<file path="src/logic/utd_pkg.sv">
// shared constants and types for the transmit descriptor dma
package utd_pkg;
    // ------------------------------------------------------------
    // register map, byte addresses
    // ------------------------------------------------------------
    localparam logic [3:0] REGION_GLOBAL = 4'h0;
    localparam logic [3:0] REGION_CHAN = 4'h1;
    localparam logic [4:0] OFS_GLOBAL_CONTROL = 5'h00;
    localparam logic [4:0] OFS_SEGMENT_MODE = 5'h04;
    localparam logic [4:0] OFS_TX_DMA_CONTROL = 5'h08;
    localparam logic [4:0] OFS_EP_DMA_ENABLE = 5'h0c;
    localparam logic [4:0] OFS_HEAD = 5'h00;
    localparam logic [4:0] OFS_FIRST = 5'h04;
    localparam logic [4:0] OFS_CURRENT = 5'h08;
    localparam logic [4:0] OFS_BUFFER = 5'h0c;
    localparam logic [4:0] OFS_LENGTH = 5'h14;
    localparam logic [4:0] OFS_COMPLETION = 5'h18;
    localparam logic [4:0] OFS_MAX_PACKET = 5'h1c;
    localparam int CH_FIELD_W = 3;
    localparam int SEG_MODE_BIT = 0;
    localparam int PORT_ENABLE_BIT = 0;
    localparam logic [15:0] MPS_RESET = 16'h0040;
    // ------------------------------------------------------------
    // descriptor layout
    // ------------------------------------------------------------
    localparam logic [31:0] DESC_STEP = 32'h0000_0004;
    localparam logic [31:0] DESC_W3_OFS = 32'h0000_000c;
    localparam logic [1:0] DESC_LAST_WORD = 2'h3;
    localparam logic [2:0] BYTES_PER_WORD = 3'h4;
    typedef struct packed {
        logic sop;
        logic eop;
        logic own;
        logic end_of_queue_flag;
        logic [3:0] rsv_hi;
        logic zero_byte;
        logic [6:0] rsv_lo;
        logic [15:0] pkt_len;
    } utd_w3_type;
    typedef struct packed {
        logic [31:0] data;
        logic [2:0] bytes;
        logic last;
        logic zlp;
    } utd_beat_type;
    typedef enum logic [2:0] {
        ST_IDLE = 3'b000,
        ST_FETCH = 3'b001,
        ST_DATA = 3'b011,
        ST_PUSH = 3'b010,
        ST_BUF_END = 3'b110,
        ST_WR_EOQ = 3'b111,
        ST_WR_OWN = 3'b101
    } utd_state_type;
endpackage

</file>
<file path="src/logic/utd_tx_dma.sv">
// transmit descriptor dma engine with apb registers
// Functional notes
// - a nonzero head pointer write starts that channel's queue
// - each channel has one queue: one head pointer, one completion pointer
// - packets released from list head as each completes, until queue empty
// - on packet end clear ownership in first, write last address to completion
// - at queue end set end-of-queue, clear ownership, zero head, write completion
// - channel interrupt stays high while software and device completion values differ
// - transparent mode interrupts per dma packet; packets fit max size and fifo
// - segmenting mode splits dma packet into max-size usb packets, one interrupt
// - exact multiple ends with zero-length packet, otherwise final packet is short
// - global mode bit segments all channels, per-channel bit segments one
// - descriptor word 3 bit 29 is ownership, bit 28 is end-of-queue
module utd_tx_dma import utd_pkg::*; #(
    parameter int NCH = 4
) (
    // clock and reset
    input wire logic ref_clk,
    input wire logic rst_n,
    // apb slave
    input wire logic psel,
    input wire logic penable,
    input wire logic pwrite,
    input wire logic [11:0] paddr,
    input wire logic [31:0] pwdata,
    output logic [31:0] prdata,
    output logic pready,
    output logic pslverr,
    // memory bus master
    output logic mem_req,
    output logic mem_we,
    output logic [31:0] mem_addr,
    output logic [31:0] mem_wdata,
    input wire logic mem_ack,
    input wire logic [31:0] mem_rdata,
    // endpoint transmit fifo
    output utd_beat_type fifo_beat,
    output logic fifo_valid,
    output logic [CH_FIELD_W-1:0] fifo_chan,
    input wire logic fifo_ready,
    // channel interrupts
    output logic [NCH-1:0] tx_channel_irq
);
    localparam int CW = $clog2(NCH);

    // ------------------------------------------------------------
    // register state
    // ------------------------------------------------------------
    logic seg_all_q;
    logic [NCH-1:0] channel_segment_enable_q;
    logic dma_port_enable_q;
    logic [NCH-1:0] endpoint_dma_enable_q;
    logic [31:0] head_q [NCH];
    logic [31:0] first_q [NCH];
    logic [31:0] cur_q [NCH];
    logic [31:0] bufp_q [NCH];
    logic [31:0] len_q [NCH];
    logic [31:0] comp_hw_q [NCH];
    logic [31:0] comp_sw_q [NCH];
    logic [15:0] mps_q [NCH];
    logic [31:0] prdata_q;
    logic pready_q;
    logic pslverr_q;
    logic [NCH-1:0] irq_q;

    // ------------------------------------------------------------
    // engine state
    // ------------------------------------------------------------
    utd_state_type state_q;
    logic [CW-1:0] act_q;
    logic [1:0] widx_q;
    logic [31:0] next_q;
    logic [31:0] w1_q;
    logic [31:0] w2_q;
    utd_w3_type w3_q;
    utd_w3_type sop_w3_q;
    logic [15:0] blen_q;
    logic [15:0] usb_cnt_q;
    logic [2:0] nb_q;
    logic zlp_q;
    logic last_pkt_q;
    logic mem_req_q;
    logic mem_we_q;
    logic [31:0] mem_addr_q;
    logic [31:0] mem_wdata_q;
    utd_beat_type beat_q;
    logic fifo_valid_q;

    // ------------------------------------------------------------
    // apb decode
    // ------------------------------------------------------------
    wire logic setup_done = psel & penable & ~pready_q;
    wire logic wr_en = psel & penable & pready_q & pwrite;
    wire logic glob_hit = paddr[11:8] == REGION_GLOBAL;
    wire logic [CH_FIELD_W-1:0] a_ch = paddr[7:5];
    wire logic chan_hit = (paddr[11:8] == REGION_CHAN) & (32'(a_ch) < NCH);
    wire logic [CW-1:0] a_idx = a_ch[CW-1:0];
    wire logic [4:0] a_reg = paddr[4:0];
    logic [31:0] rd_mux;
    logic rd_hit;

    always_comb begin
        rd_mux = 32'h0000_0000;
        rd_hit = 1'b1;
        if (glob_hit) begin
            unique case (a_reg)
                OFS_GLOBAL_CONTROL: rd_mux[SEG_MODE_BIT] = seg_all_q;
                OFS_SEGMENT_MODE: rd_mux[NCH-1:0] = channel_segment_enable_q;
                OFS_TX_DMA_CONTROL: rd_mux[PORT_ENABLE_BIT] = dma_port_enable_q;
                OFS_EP_DMA_ENABLE: rd_mux[NCH-1:0] = endpoint_dma_enable_q;
                default: rd_hit = 1'b0;
            endcase
        end else if (chan_hit) begin
            unique case (a_reg)
                OFS_HEAD: rd_mux = head_q[a_idx];
                OFS_FIRST: rd_mux = first_q[a_idx];
                OFS_CURRENT: rd_mux = cur_q[a_idx];
                OFS_BUFFER: rd_mux = bufp_q[a_idx];
                OFS_LENGTH: rd_mux = len_q[a_idx];
                OFS_COMPLETION: rd_mux = comp_hw_q[a_idx];
                OFS_MAX_PACKET: rd_mux[15:0] = mps_q[a_idx];
                default: rd_hit = 1'b0;
            endcase
        end else begin
            rd_hit = 1'b0;
        end
    end

    always_ff @(posedge ref_clk) begin
        if (!rst_n) begin
            pready_q <= 1'b0;
            pslverr_q <= 1'b0;
            prdata_q <= 32'h0000_0000;
        end else begin
            pready_q <= setup_done;
            pslverr_q <= setup_done & ~rd_hit;
            prdata_q <= setup_done ? rd_mux : prdata_q;
        end
    end

    wire logic gwr = wr_en & glob_hit;
    always_ff @(posedge ref_clk) begin
        if (!rst_n) begin
            seg_all_q <= 1'b0;
            channel_segment_enable_q <= '0;
            dma_port_enable_q <= 1'b0;
            endpoint_dma_enable_q <= '0;
        end else if (gwr) begin
            if (a_reg == OFS_GLOBAL_CONTROL) seg_all_q <= pwdata[SEG_MODE_BIT];
            if (a_reg == OFS_SEGMENT_MODE) channel_segment_enable_q <= pwdata[NCH-1:0];
            if (a_reg == OFS_TX_DMA_CONTROL) dma_port_enable_q <= pwdata[PORT_ENABLE_BIT];
            if (a_reg == OFS_EP_DMA_ENABLE) endpoint_dma_enable_q <= pwdata[NCH-1:0];
        end
    end

    // ------------------------------------------------------------
    // engine helpers
    // ------------------------------------------------------------
    wire logic mem_done = mem_req_q & mem_ack;
    wire logic push_done = fifo_valid_q & fifo_ready;
    wire utd_w3_type w3_in = utd_w3_type'(mem_rdata);
    wire logic fetch_end = (state_q == ST_FETCH) & mem_done & (widx_q == DESC_LAST_WORD);
    wire logic [15:0] pkt_rem = len_q[act_q][15:0];
    wire logic seg_on = seg_all_q | channel_segment_enable_q[act_q];
    wire logic [15:0] word_bytes = {13'h0000, BYTES_PER_WORD};
    wire logic [15:0] min_a = (blen_q < word_bytes) ? blen_q : word_bytes;
    wire logic [15:0] nb_w = (pkt_rem < min_a) ? pkt_rem : min_a;
    wire logic pkt_end = pkt_rem == nb_w;
    wire logic seg_full = (usb_cnt_q + nb_w) >= mps_q[act_q];
    wire logic [15:0] nb16 = {13'h0000, nb_q};
    wire logic pkt_over = (pkt_rem == 16'h0000) | w3_q.eop | (next_q == 32'h0000_0000);
    wire logic buf_over = (blen_q == nb16) | (pkt_rem == nb16);
    wire logic own_done = (state_q == ST_WR_OWN) & mem_done;
    wire logic advance = (state_q == ST_BUF_END) & ~pkt_over;
    // a zero-length beat carries no bytes, so only data beats move the buffer and length
    wire logic data_push = (state_q == ST_PUSH) & push_done & ~beat_q.zlp;
    wire logic [31:0] buf_start = w1_q + (w3_in.sop ? {16'h0000, w2_q[31:16]} : 32'h0000_0000);
    // sop bit alone picks the first descriptor; a single-buffer packet shares one word 3
    wire utd_w3_type own_clear = (first_q[act_q] == cur_q[act_q]) ?
        utd_w3_type'({w3_q.sop, w3_q.eop, 1'b0, last_pkt_q, w3_q[27:0]}) :
        utd_w3_type'({sop_w3_q.sop, sop_w3_q.eop, 1'b0, sop_w3_q[28:0]});
    logic [NCH-1:0] eligible;
    logic pick_ok;
    logic [CW-1:0] pick_ch;

    // ------------------------------------------------------------
    // per-channel state words
    // ------------------------------------------------------------
    for (genvar c = 0; c < NCH; c++) begin : g_ch
        wire logic sel = act_q == CW'(c);
        wire logic cwr = wr_en & chan_hit & (a_idx == CW'(c));
        assign eligible[c] = (head_q[c] != 32'h0000_0000) & dma_port_enable_q & endpoint_dma_enable_q[c];
        always_ff @(posedge ref_clk) begin
            if (!rst_n) begin
                head_q[c] <= 32'h0000_0000;
                first_q[c] <= 32'h0000_0000;
                cur_q[c] <= 32'h0000_0000;
                bufp_q[c] <= 32'h0000_0000;
                len_q[c] <= 32'h0000_0000;
                comp_hw_q[c] <= 32'h0000_0000;
                comp_sw_q[c] <= 32'h0000_0000;
                mps_q[c] <= MPS_RESET;
                irq_q[c] <= 1'b0;
            end else begin
                // a software head write wins so a misqueued packet can always be restarted
                if (cwr && a_reg == OFS_HEAD) head_q[c] <= pwdata;
                else if (sel && own_done) head_q[c] <= last_pkt_q ? 32'h0000_0000 : next_q;
                if (sel && fetch_end && w3_in.sop) first_q[c] <= cur_q[c];
                else if (cwr && a_reg == OFS_FIRST) first_q[c] <= pwdata;
                if (state_q == ST_IDLE && pick_ok && pick_ch == CW'(c)) cur_q[c] <= head_q[c];
                else if (sel && advance) cur_q[c] <= next_q;
                else if (cwr && a_reg == OFS_CURRENT) cur_q[c] <= pwdata;
                if (sel && fetch_end) bufp_q[c] <= buf_start;
                else if (sel && data_push) bufp_q[c] <= bufp_q[c] + {29'h0000_0000, nb_q};
                else if (cwr && a_reg == OFS_BUFFER) bufp_q[c] <= pwdata;
                if (sel && fetch_end && w3_in.sop) len_q[c] <= w3_in.zero_byte ? {w3_in.pkt_len, 16'h0000} :
                    {w3_in.pkt_len, w3_in.pkt_len};
                else if (sel && data_push) len_q[c][15:0] <= pkt_rem - nb16;
                else if (cwr && a_reg == OFS_LENGTH) len_q[c] <= pwdata;
                if (sel && own_done) comp_hw_q[c] <= cur_q[c];
                if (cwr && a_reg == OFS_COMPLETION) comp_sw_q[c] <= pwdata;
                if (cwr && a_reg == OFS_MAX_PACKET) mps_q[c] <= pwdata[15:0];
                // device update counts as the set: same-cycle acknowledge leaves the line high
                irq_q[c] <= (sel && own_done) ? 1'b1 : (comp_hw_q[c] != comp_sw_q[c]);
            end
        end
    end

    // rotating pick keeps one busy channel from starving the others; NCH must be a power of two
    always_comb begin
        pick_ok = 1'b0;
        pick_ch = act_q;
        for (int i = NCH; i >= 1; i--) begin
            if (eligible[act_q + CW'(i)]) begin
                pick_ok = 1'b1;
                pick_ch = act_q + CW'(i);
            end
        end
    end

    // ------------------------------------------------------------
    // descriptor walk and data engine
    // ------------------------------------------------------------
    always_ff @(posedge ref_clk) begin
        if (!rst_n) begin
            state_q <= ST_IDLE;
            act_q <= '0;
            widx_q <= 2'h0;
            next_q <= 32'h0000_0000;
            w1_q <= 32'h0000_0000;
            w2_q <= 32'h0000_0000;
            w3_q <= '0;
            sop_w3_q <= '0;
            blen_q <= 16'h0000;
            usb_cnt_q <= 16'h0000;
            nb_q <= 3'h0;
            zlp_q <= 1'b0;
            last_pkt_q <= 1'b0;
            mem_req_q <= 1'b0;
            mem_we_q <= 1'b0;
            mem_addr_q <= 32'h0000_0000;
            mem_wdata_q <= 32'h0000_0000;
            beat_q <= '0;
            fifo_valid_q <= 1'b0;
        end else begin
            if (mem_done) mem_req_q <= 1'b0;
            unique case (state_q)
                ST_IDLE: begin
                    if (pick_ok) begin
                        act_q <= pick_ch;
                        widx_q <= 2'h0;
                        usb_cnt_q <= 16'h0000;
                        mem_req_q <= 1'b1;
                        mem_we_q <= 1'b0;
                        mem_addr_q <= head_q[pick_ch];
                        state_q <= ST_FETCH;
                    end
                end
                ST_FETCH: begin
                    if (mem_done) begin
                        widx_q <= widx_q + 2'h1;
                        if (widx_q == 2'h0) next_q <= mem_rdata;
                        if (widx_q == 2'h1) w1_q <= mem_rdata;
                        if (widx_q == 2'h2) w2_q <= mem_rdata;
                        if (widx_q != DESC_LAST_WORD) begin
                            mem_req_q <= 1'b1;
                            mem_addr_q <= mem_addr_q + DESC_STEP;
                        end else begin
                            w3_q <= w3_in;
                            blen_q <= w2_q[15:0];
                            if (w3_in.sop) sop_w3_q <= w3_in;
                            if (w3_in.sop && w3_in.zero_byte) begin
                                beat_q <= '{data: 32'h0000_0000, bytes: 3'h0, last: 1'b1, zlp: 1'b1};
                                fifo_valid_q <= 1'b1;
                                nb_q <= 3'h0;
                                state_q <= ST_PUSH;
                            end else if (w2_q[15:0] == 16'h0000) begin
                                state_q <= ST_BUF_END;
                            end else begin
                                mem_req_q <= 1'b1;
                                mem_addr_q <= buf_start;
                                state_q <= ST_DATA;
                            end
                        end
                    end
                end
                ST_DATA: begin
                    if (mem_done) begin
                        // buffers are word aligned; a segment edge that splits a word is not supported
                        beat_q.data <= mem_rdata;
                        beat_q.bytes <= nb_w[2:0];
                        beat_q.zlp <= 1'b0;
                        beat_q.last <= pkt_end | (seg_on & seg_full);
                        zlp_q <= seg_on & pkt_end & seg_full;
                        nb_q <= nb_w[2:0];
                        fifo_valid_q <= 1'b1;
                        state_q <= ST_PUSH;
                    end
                end
                ST_PUSH: begin
                    if (push_done) begin
                        if (zlp_q) begin
                            beat_q <= '{data: 32'h0000_0000, bytes: 3'h0, last: 1'b1, zlp: 1'b1};
                            blen_q <= blen_q - nb16;
                            zlp_q <= 1'b0;
                            nb_q <= 3'h0;
                        end else begin
                            fifo_valid_q <= 1'b0;
                            blen_q <= blen_q - nb16;
                            usb_cnt_q <= beat_q.last ? 16'h0000 : usb_cnt_q + nb16;
                            if (buf_over) begin
                                state_q <= ST_BUF_END;
                            end else begin
                                mem_req_q <= 1'b1;
                                mem_addr_q <= bufp_q[act_q] + {29'h0000_0000, nb_q};
                                state_q <= ST_DATA;
                            end
                        end
                    end
                end
                ST_BUF_END: begin
                    mem_req_q <= pkt_over;
                    mem_we_q <= pkt_over;
                    last_pkt_q <= next_q == 32'h0000_0000;
                    if (!pkt_over) begin
                        widx_q <= 2'h0;
                        mem_req_q <= 1'b1;
                        mem_addr_q <= next_q;
                        state_q <= ST_FETCH;
                    end else if (next_q == 32'h0000_0000) begin
                        mem_addr_q <= cur_q[act_q] + DESC_W3_OFS;
                        mem_wdata_q <= {w3_q.sop, w3_q.eop, w3_q.own, 1'b1, w3_q[27:0]};
                        state_q <= ST_WR_EOQ;
                    end else begin
                        mem_addr_q <= first_q[act_q] + DESC_W3_OFS;
                        mem_wdata_q <= {sop_w3_q.sop, sop_w3_q.eop, 1'b0, sop_w3_q[28:0]};
                        state_q <= ST_WR_OWN;
                    end
                end
                ST_WR_EOQ: begin
                    if (mem_done) begin
                        mem_req_q <= 1'b1;
                        mem_addr_q <= first_q[act_q] + DESC_W3_OFS;
                        mem_wdata_q <= own_clear;
                        state_q <= ST_WR_OWN;
                    end
                end
                ST_WR_OWN: begin
                    if (mem_done) begin
                        mem_we_q <= 1'b0;
                        state_q <= ST_IDLE;
                    end
                end
                default: state_q <= ST_IDLE;
            endcase
        end
    end

    // ------------------------------------------------------------
    // outputs
    // ------------------------------------------------------------
    assign prdata = prdata_q;
    assign pready = pready_q;
    assign pslverr = pslverr_q;
    assign mem_req = mem_req_q;
    assign mem_we = mem_we_q;
    assign mem_addr = mem_addr_q;
    assign mem_wdata = mem_wdata_q;
    assign fifo_beat = beat_q;
    assign fifo_valid = fifo_valid_q;
    assign fifo_chan = CH_FIELD_W'(act_q);
    assign tx_channel_irq = irq_q;
endmodule // utd_tx_dma
</file>
<file path="config.mk">
export PLATFORM = sky130hd
export DESIGN_NAME = utd_tx_dma
export DESIGN_NICKNAME = d
export VERILOG_FILES = /design/src/logic/utd_pkg.sv /design/src/logic/utd_tx_dma.sv
export SDC_FILE = /design/constraint.sdc
export NUM_CORES = 2
export LEC_CHECK = 0
export BUFFER_PORTS_ARGS = -buffer_cell sky130_fd_sc_hd__buf_2
export CORE_MARGIN = 5
export CORE_UTILIZATION = 50
export CTS_CLUSTER_SIZE = 10
export DETAILED_ROUTE_END_ITERATION = 6
export PLACE_DENSITY_LB_ADDON = 0.3
export SYNTH_ARGS = -nofsm -noshare
export SYNTH_HDL_FRONTEND = slang
export SYNTH_SLANG_ARGS = --single-unit
</file>
<file path="constraint.sdc">
create_clock -name ref_clk -period 18.5 [get_ports ref_clk]
set_clock_uncertainty 0.15 [all_clocks]
set_input_delay 2.775 -clock ref_clk [delete_from_list [all_inputs] [get_ports ref_clk]]
set_output_delay 2.775 -clock ref_clk [all_outputs]
set_load 0.02 [all_outputs]
</file>
# --- Word level (Yosys, flattened, before mapping) ---
# Memory sizes are Yosys's and may differ from the RTL's. A register that Yosys moved wholly into a read port is not among the register bits.
# Index checks and enable logic that the tools add are counted.
classes:
  add_sub_neg: 17
  n_div: 0
  bitwise_logic: 109
  reduce_logical: 98
  n_eq_ne: 49
  shift: 0
  mul: 0
  muxes: 414
  magnitude_cmp: 8
op_table:
  columns: ["cell", "n"]
  rows:
  - ["$mux W32", 69]
  - ["$mux W16", 27]
  - ["$mux W1", 254]
  - ["$mux W37", 6]
  - ["$add A32 B3 Y32", 5]
  - ["$pmux W32 S5", 1]
  - ["$ne A32 B32 Y1", 4]
  - ["$reduce_bool A32 Y1", 4]
  - ["$pmux W16 S7", 1]
  - ["$pmux W37 S3", 1]
  - ["$pmux W16 S6", 1]
  - ["$or A1 B1 Y1", 73]
  - ["$add A32 B4 Y32 const B", 2]
  - ["$pmux W16 S2", 2]
  - ["$pmux W32 S2", 1]
  - ["$logic_and A1 B1 Y1", 54]
  - ["$mux W3", 18]
  - ["$mux W2", 17]
  - ["$add A32 B16 Y32", 1]
  - ["$add A32 B3 Y32 const B", 1]
  - ["$eq A16 B3 Y1", 2]
  - ["$eq A32 B32 Y1", 1]
  - ["$logic_not A16 Y1", 2]
  - ["$logic_not A32 Y1", 1]
  - ["51 further kinds", 147]
totals:
  n_memories: 8
  register_bits: 354
  romBits: 0
  latchBits: 0
  mem_bits_rw: 960
  in_bits: 83
mem_list:
  columns: ["name", "depth", "width", "read_ports", "rd_clocked_by_memory_dff", "wr", "line", "text"]
  rows:
  - ["bufp_q", 4, 32, 6, 1, 4, "utd_tx_dma.sv:56", "logic [31:0] bufp_q [NCH];"]
  - ["comp_hw_q", 4, 32, 5, 0, 4, "utd_tx_dma.sv:58", "logic [31:0] comp_hw_q [NCH];"]
  - ["comp_sw_q", 4, 32, 4, 0, 4, "utd_tx_dma.sv:59", "logic [31:0] comp_sw_q [NCH];"]
  - ["cur_q", 4, 32, 6, 1, 4, "utd_tx_dma.sv:55", "logic [31:0] cur_q [NCH];"]
  - ["first_q", 4, 32, 2, 1, 4, "utd_tx_dma.sv:54", "logic [31:0] first_q [NCH];"]
  - ["head_q", 4, 32, 6, 0, 4, "utd_tx_dma.sv:53", "logic [31:0] head_q [NCH];"]
  - ["2 more memories", null, null, null, null, null, null, null]

# --- Longest topological paths before layout ---
# An unclocked memory read counts as a cell.
depth:
  ltp_word: 18
  mapped_depth: 31

# --- Worst setup path after synthesis ---
# Ideal clock, no wire load.
synth_timing:
  path_type: "input to register"
  from: "in paddr[5]"
  to: "mem comp_sw_q[3][0], enable pin"
  arrival_time_ps: 6519
  path_slack_ps: 11365
  required_ps: 17884
  path_buffers: 3
  path_stages: 5
  path_cell_list: "clkbuf_1 -> buf_2 -> buf_1 -> nand3_1 -> o21ai_0"
synth_lines:
  columns: ["item", "line", "text"]
  rows:
  - ["start: declaration", "utd_tx_dma.sv:24", "input wire logic [11:0] paddr,"]
  - ["end: declaration", "utd_tx_dma.sv:59", null]

==> run summary <==
Min-delay worst type -> flop to flop
# IOs -> 228
WP data required -> 19.07 ns
Die area -> 163,000 um2
List of most frequent post-synthesis cells -> 960 x edfxtp_1, 781 x nand2_1, 489 x clkbuf_1
P&R area growth vs syn -> 10.2%
Syn Area/Cell -> 10.8 um2
Hold Vio Cnt, Final -> 0
Clock Pin Slew Worst Setup and Hold Paths -> 0.06 ns
Fin crit share -> 0.456
Fmax -> 119 MHz
Die W -> 404 um
Crit path launch type -> flop
Total global-route track usage -> 0.429
Antenna-violating nets left -> 0
Final count of negative-setup-slack endpoints -> 0
CTS sink cnt -> 1,313
Seq cells post-synth -> 1,313
Row count -> 144
Vias in the first global route -> 62.8k
PostCTS Resize Cnt -> 0
First-pass GRT wire length -> 495 mm
Final GP Congestion -> 1.06
Critical path capture point type -> flop
Total Power -> 7.86 mW
Residual DRC -> 5
Crit path top cell by count -> a21o_1
Top-area cell type share of the netlist area -> 0.372
Largest net degree at the start of global routing -> 95
CTS Hold Bufs -> 0
Crit path max fanout -> 46
Least-Margin Pin Slew -> 1.31 ns
Fin nets -> 7,338
Vias per cell -> 7.33
P_leak -> 29.7 nW
Initial core utilization -> 0.503
HPWL after DPL -> 249 mm
Crit path DAT -> 9.00 ns
Pre-Repair DR Iteration Count -> 7
Slowest cell on the critical path -> buf_4
Cts bufs inserted -> 156
Most common cell in the netlist -> edfxtp_1
Violated checks -> design-rule violations
Seq/Total Area, Yosys -> 0.463
Die H -> 404 um
CTS max path bufs -> 3
Min Hold Slack -> 0.298 ns
Via count -> 68.3k
Cells after Synth -> 7,182
Core region area -> 154,000 um2
Fraction of registers with async set/reset -> 0
H-Tree Level Count -> 4
Initial drt markers -> 12.7k
Buffers inserted by post-CTS timing repair -> 0
Distinct cell type count after synthesis -> 108
Pwr Density -> 92.0 nW/um2
Main area contributors after synthesis -> edfxtp_1 37%, mux4_2 9.8%, dfxtp_1 9.1%
Critical setup path kind -> flop to flop
Top delay family on crit path -> compound AO/OA/AOI/OAI gates
Tmin final -> 8.44 ns
Yosys Warn Count -> 0
Initial antenna violation count -> 28
Clock Latency Late Sink -> 0.86 ns
Routed wire length -> 361 mm
Share of cells above drive strength 1 -> 0.145
Peak supply drop -> 0.0780 mV
Max Transition Viols Final -> 0
Status -> finished with violations
Worst Path Buf+Inv -> 3
Global route total overflow -> 0
Dominant cell type by area after synthesis -> edfxtp_1
Root Buffer -> clkbuf_16
Max incr delay on CP -> 0.75 ns
CTS tree -> yes
Wire per inst -> 38.7 um
Cell Area, Synth -> 77,500 um2
Final Instance Area -> 85,400 um2
Placed instance area -> 80,500 um2
Post-synth EDFFs -> 960
Max-Cap Viols -> 0
Buffers added on ports -> 226
Setup TNS -> 0 ns
Max transition margin -> 0.124
Unrepaired setup endpoints after global routing -> no
Top FF cell, synth -> edfxtp_1
[area by class of cell]
class / instances / area (um2)
fillers: 13209 / 68700
multi-input cells: 5159 / 39000
flip-flops and latches: 1313 / 35900
clock buffers: 247 / 4370
well taps: 2044 / 2560
repair buffers: 406 / 2540
clock inverters: 28 / 499
inverters: 111 / 424
diodes: 13 / 32.5
[sequential cells by signal (all words and copies together), names as in the netlist, 16 cells and up, named ones only]
| name | cells |
|---|---|
| first_q | 128 |
| w2_q | 32 |
| w1_q | 32 |
| comp_hw_q | 128 |
| blen_q | 16 |
| sop_w3_q | 31 |
| bufp_q | 128 |
| head_q | 128 |
| mem_addr | 32 |
| fifo_beat | 34 |
| prdata | 32 |
| usb_cnt_q | 16 |
| mem_wdata | 32 |
| mps_q | 64 |
| cur_q | 128 |
| len_q | 128 |
| comp_sw_q | 128 |
| next_q | 32 |
| w3_q | 31 |
[tightest hold or removal path, cell delays in order (launching register included)]
cell and delay [ns]:
dfxtp_1 0.30, nand2_1 0.05, a21oi_1 0.05
[cell usage in the layout (no fill, tap or decap), drive strengths merged, types with 86 or more instances in the layout]
cell and n:
a211oi 86, a21oi 382, a221o 160, a22o 298, a22oi 141, and2 371
buf 406, clkbuf 247, dfxtp 353, edfxtp 960, ha 98, inv 112
mux2i 136, mux4 343, nand2 783, nand3 217, nand4 88, nor2 487
nor4 104, o21ai 250, xnor2 202, xor2 240
[logic make-up after synthesis]
group / after synthesis / synth area share
adders and majority gates: 108 / 0.0184
AOI/OAI and AO/OA: 1728 / 0.161
and+or+nand+nor: 2386 / 0.151
other: 2 / 0.0000970
buffers and inverters: 722 / 0.0379
xor gates and xnor gates: 443 / 0.0503
muxes: 480 / 0.118
DFF: 1313 / 0.463
[through the flow]
step,setup WS (ns),instances,utilization
finish,10.07,9321,0.554
global route,9.63,9308,0.554
CTS,10.23,9308,0.554
detailed placement,10.29,9033,0.522
global placement,10.39,9033,0.522
floorplan,11.37,7194,-
[final timing paths]
path / start / to / slack (ns) / cells past startpoint
setup / recovery: flop / fifo_beat[1] / 10.07 / 29
hold / removal: prdata[3] / prdata[3] / 0.30 / 2
setup reg to reg: flop / fifo_beat[1] / 10.07 / 29
hold reg to reg: prdata[3] / prdata[3] / 0.30 / 2
[metal layers]
metal | vias to the layer above | share of wire | track usage
met4 | 38 | 0.084 | 0.275
met1 | 33277 | 0.35 | 0.549
li1 | 27197 | - | -
met3 | 1438 | 0.17 | 0.186
met5 | - | 0.0011 | 0.00684
met2 | 6356 | 0.40 | 0.592
[power by group]
group	internal [mW]	switching, mW
clock network	1.68	1.34
logic	0.392	0.941
registers	3.29	0.218
total	5.36	2.49
No activity file was read; power rests on OpenSTA's default activity.
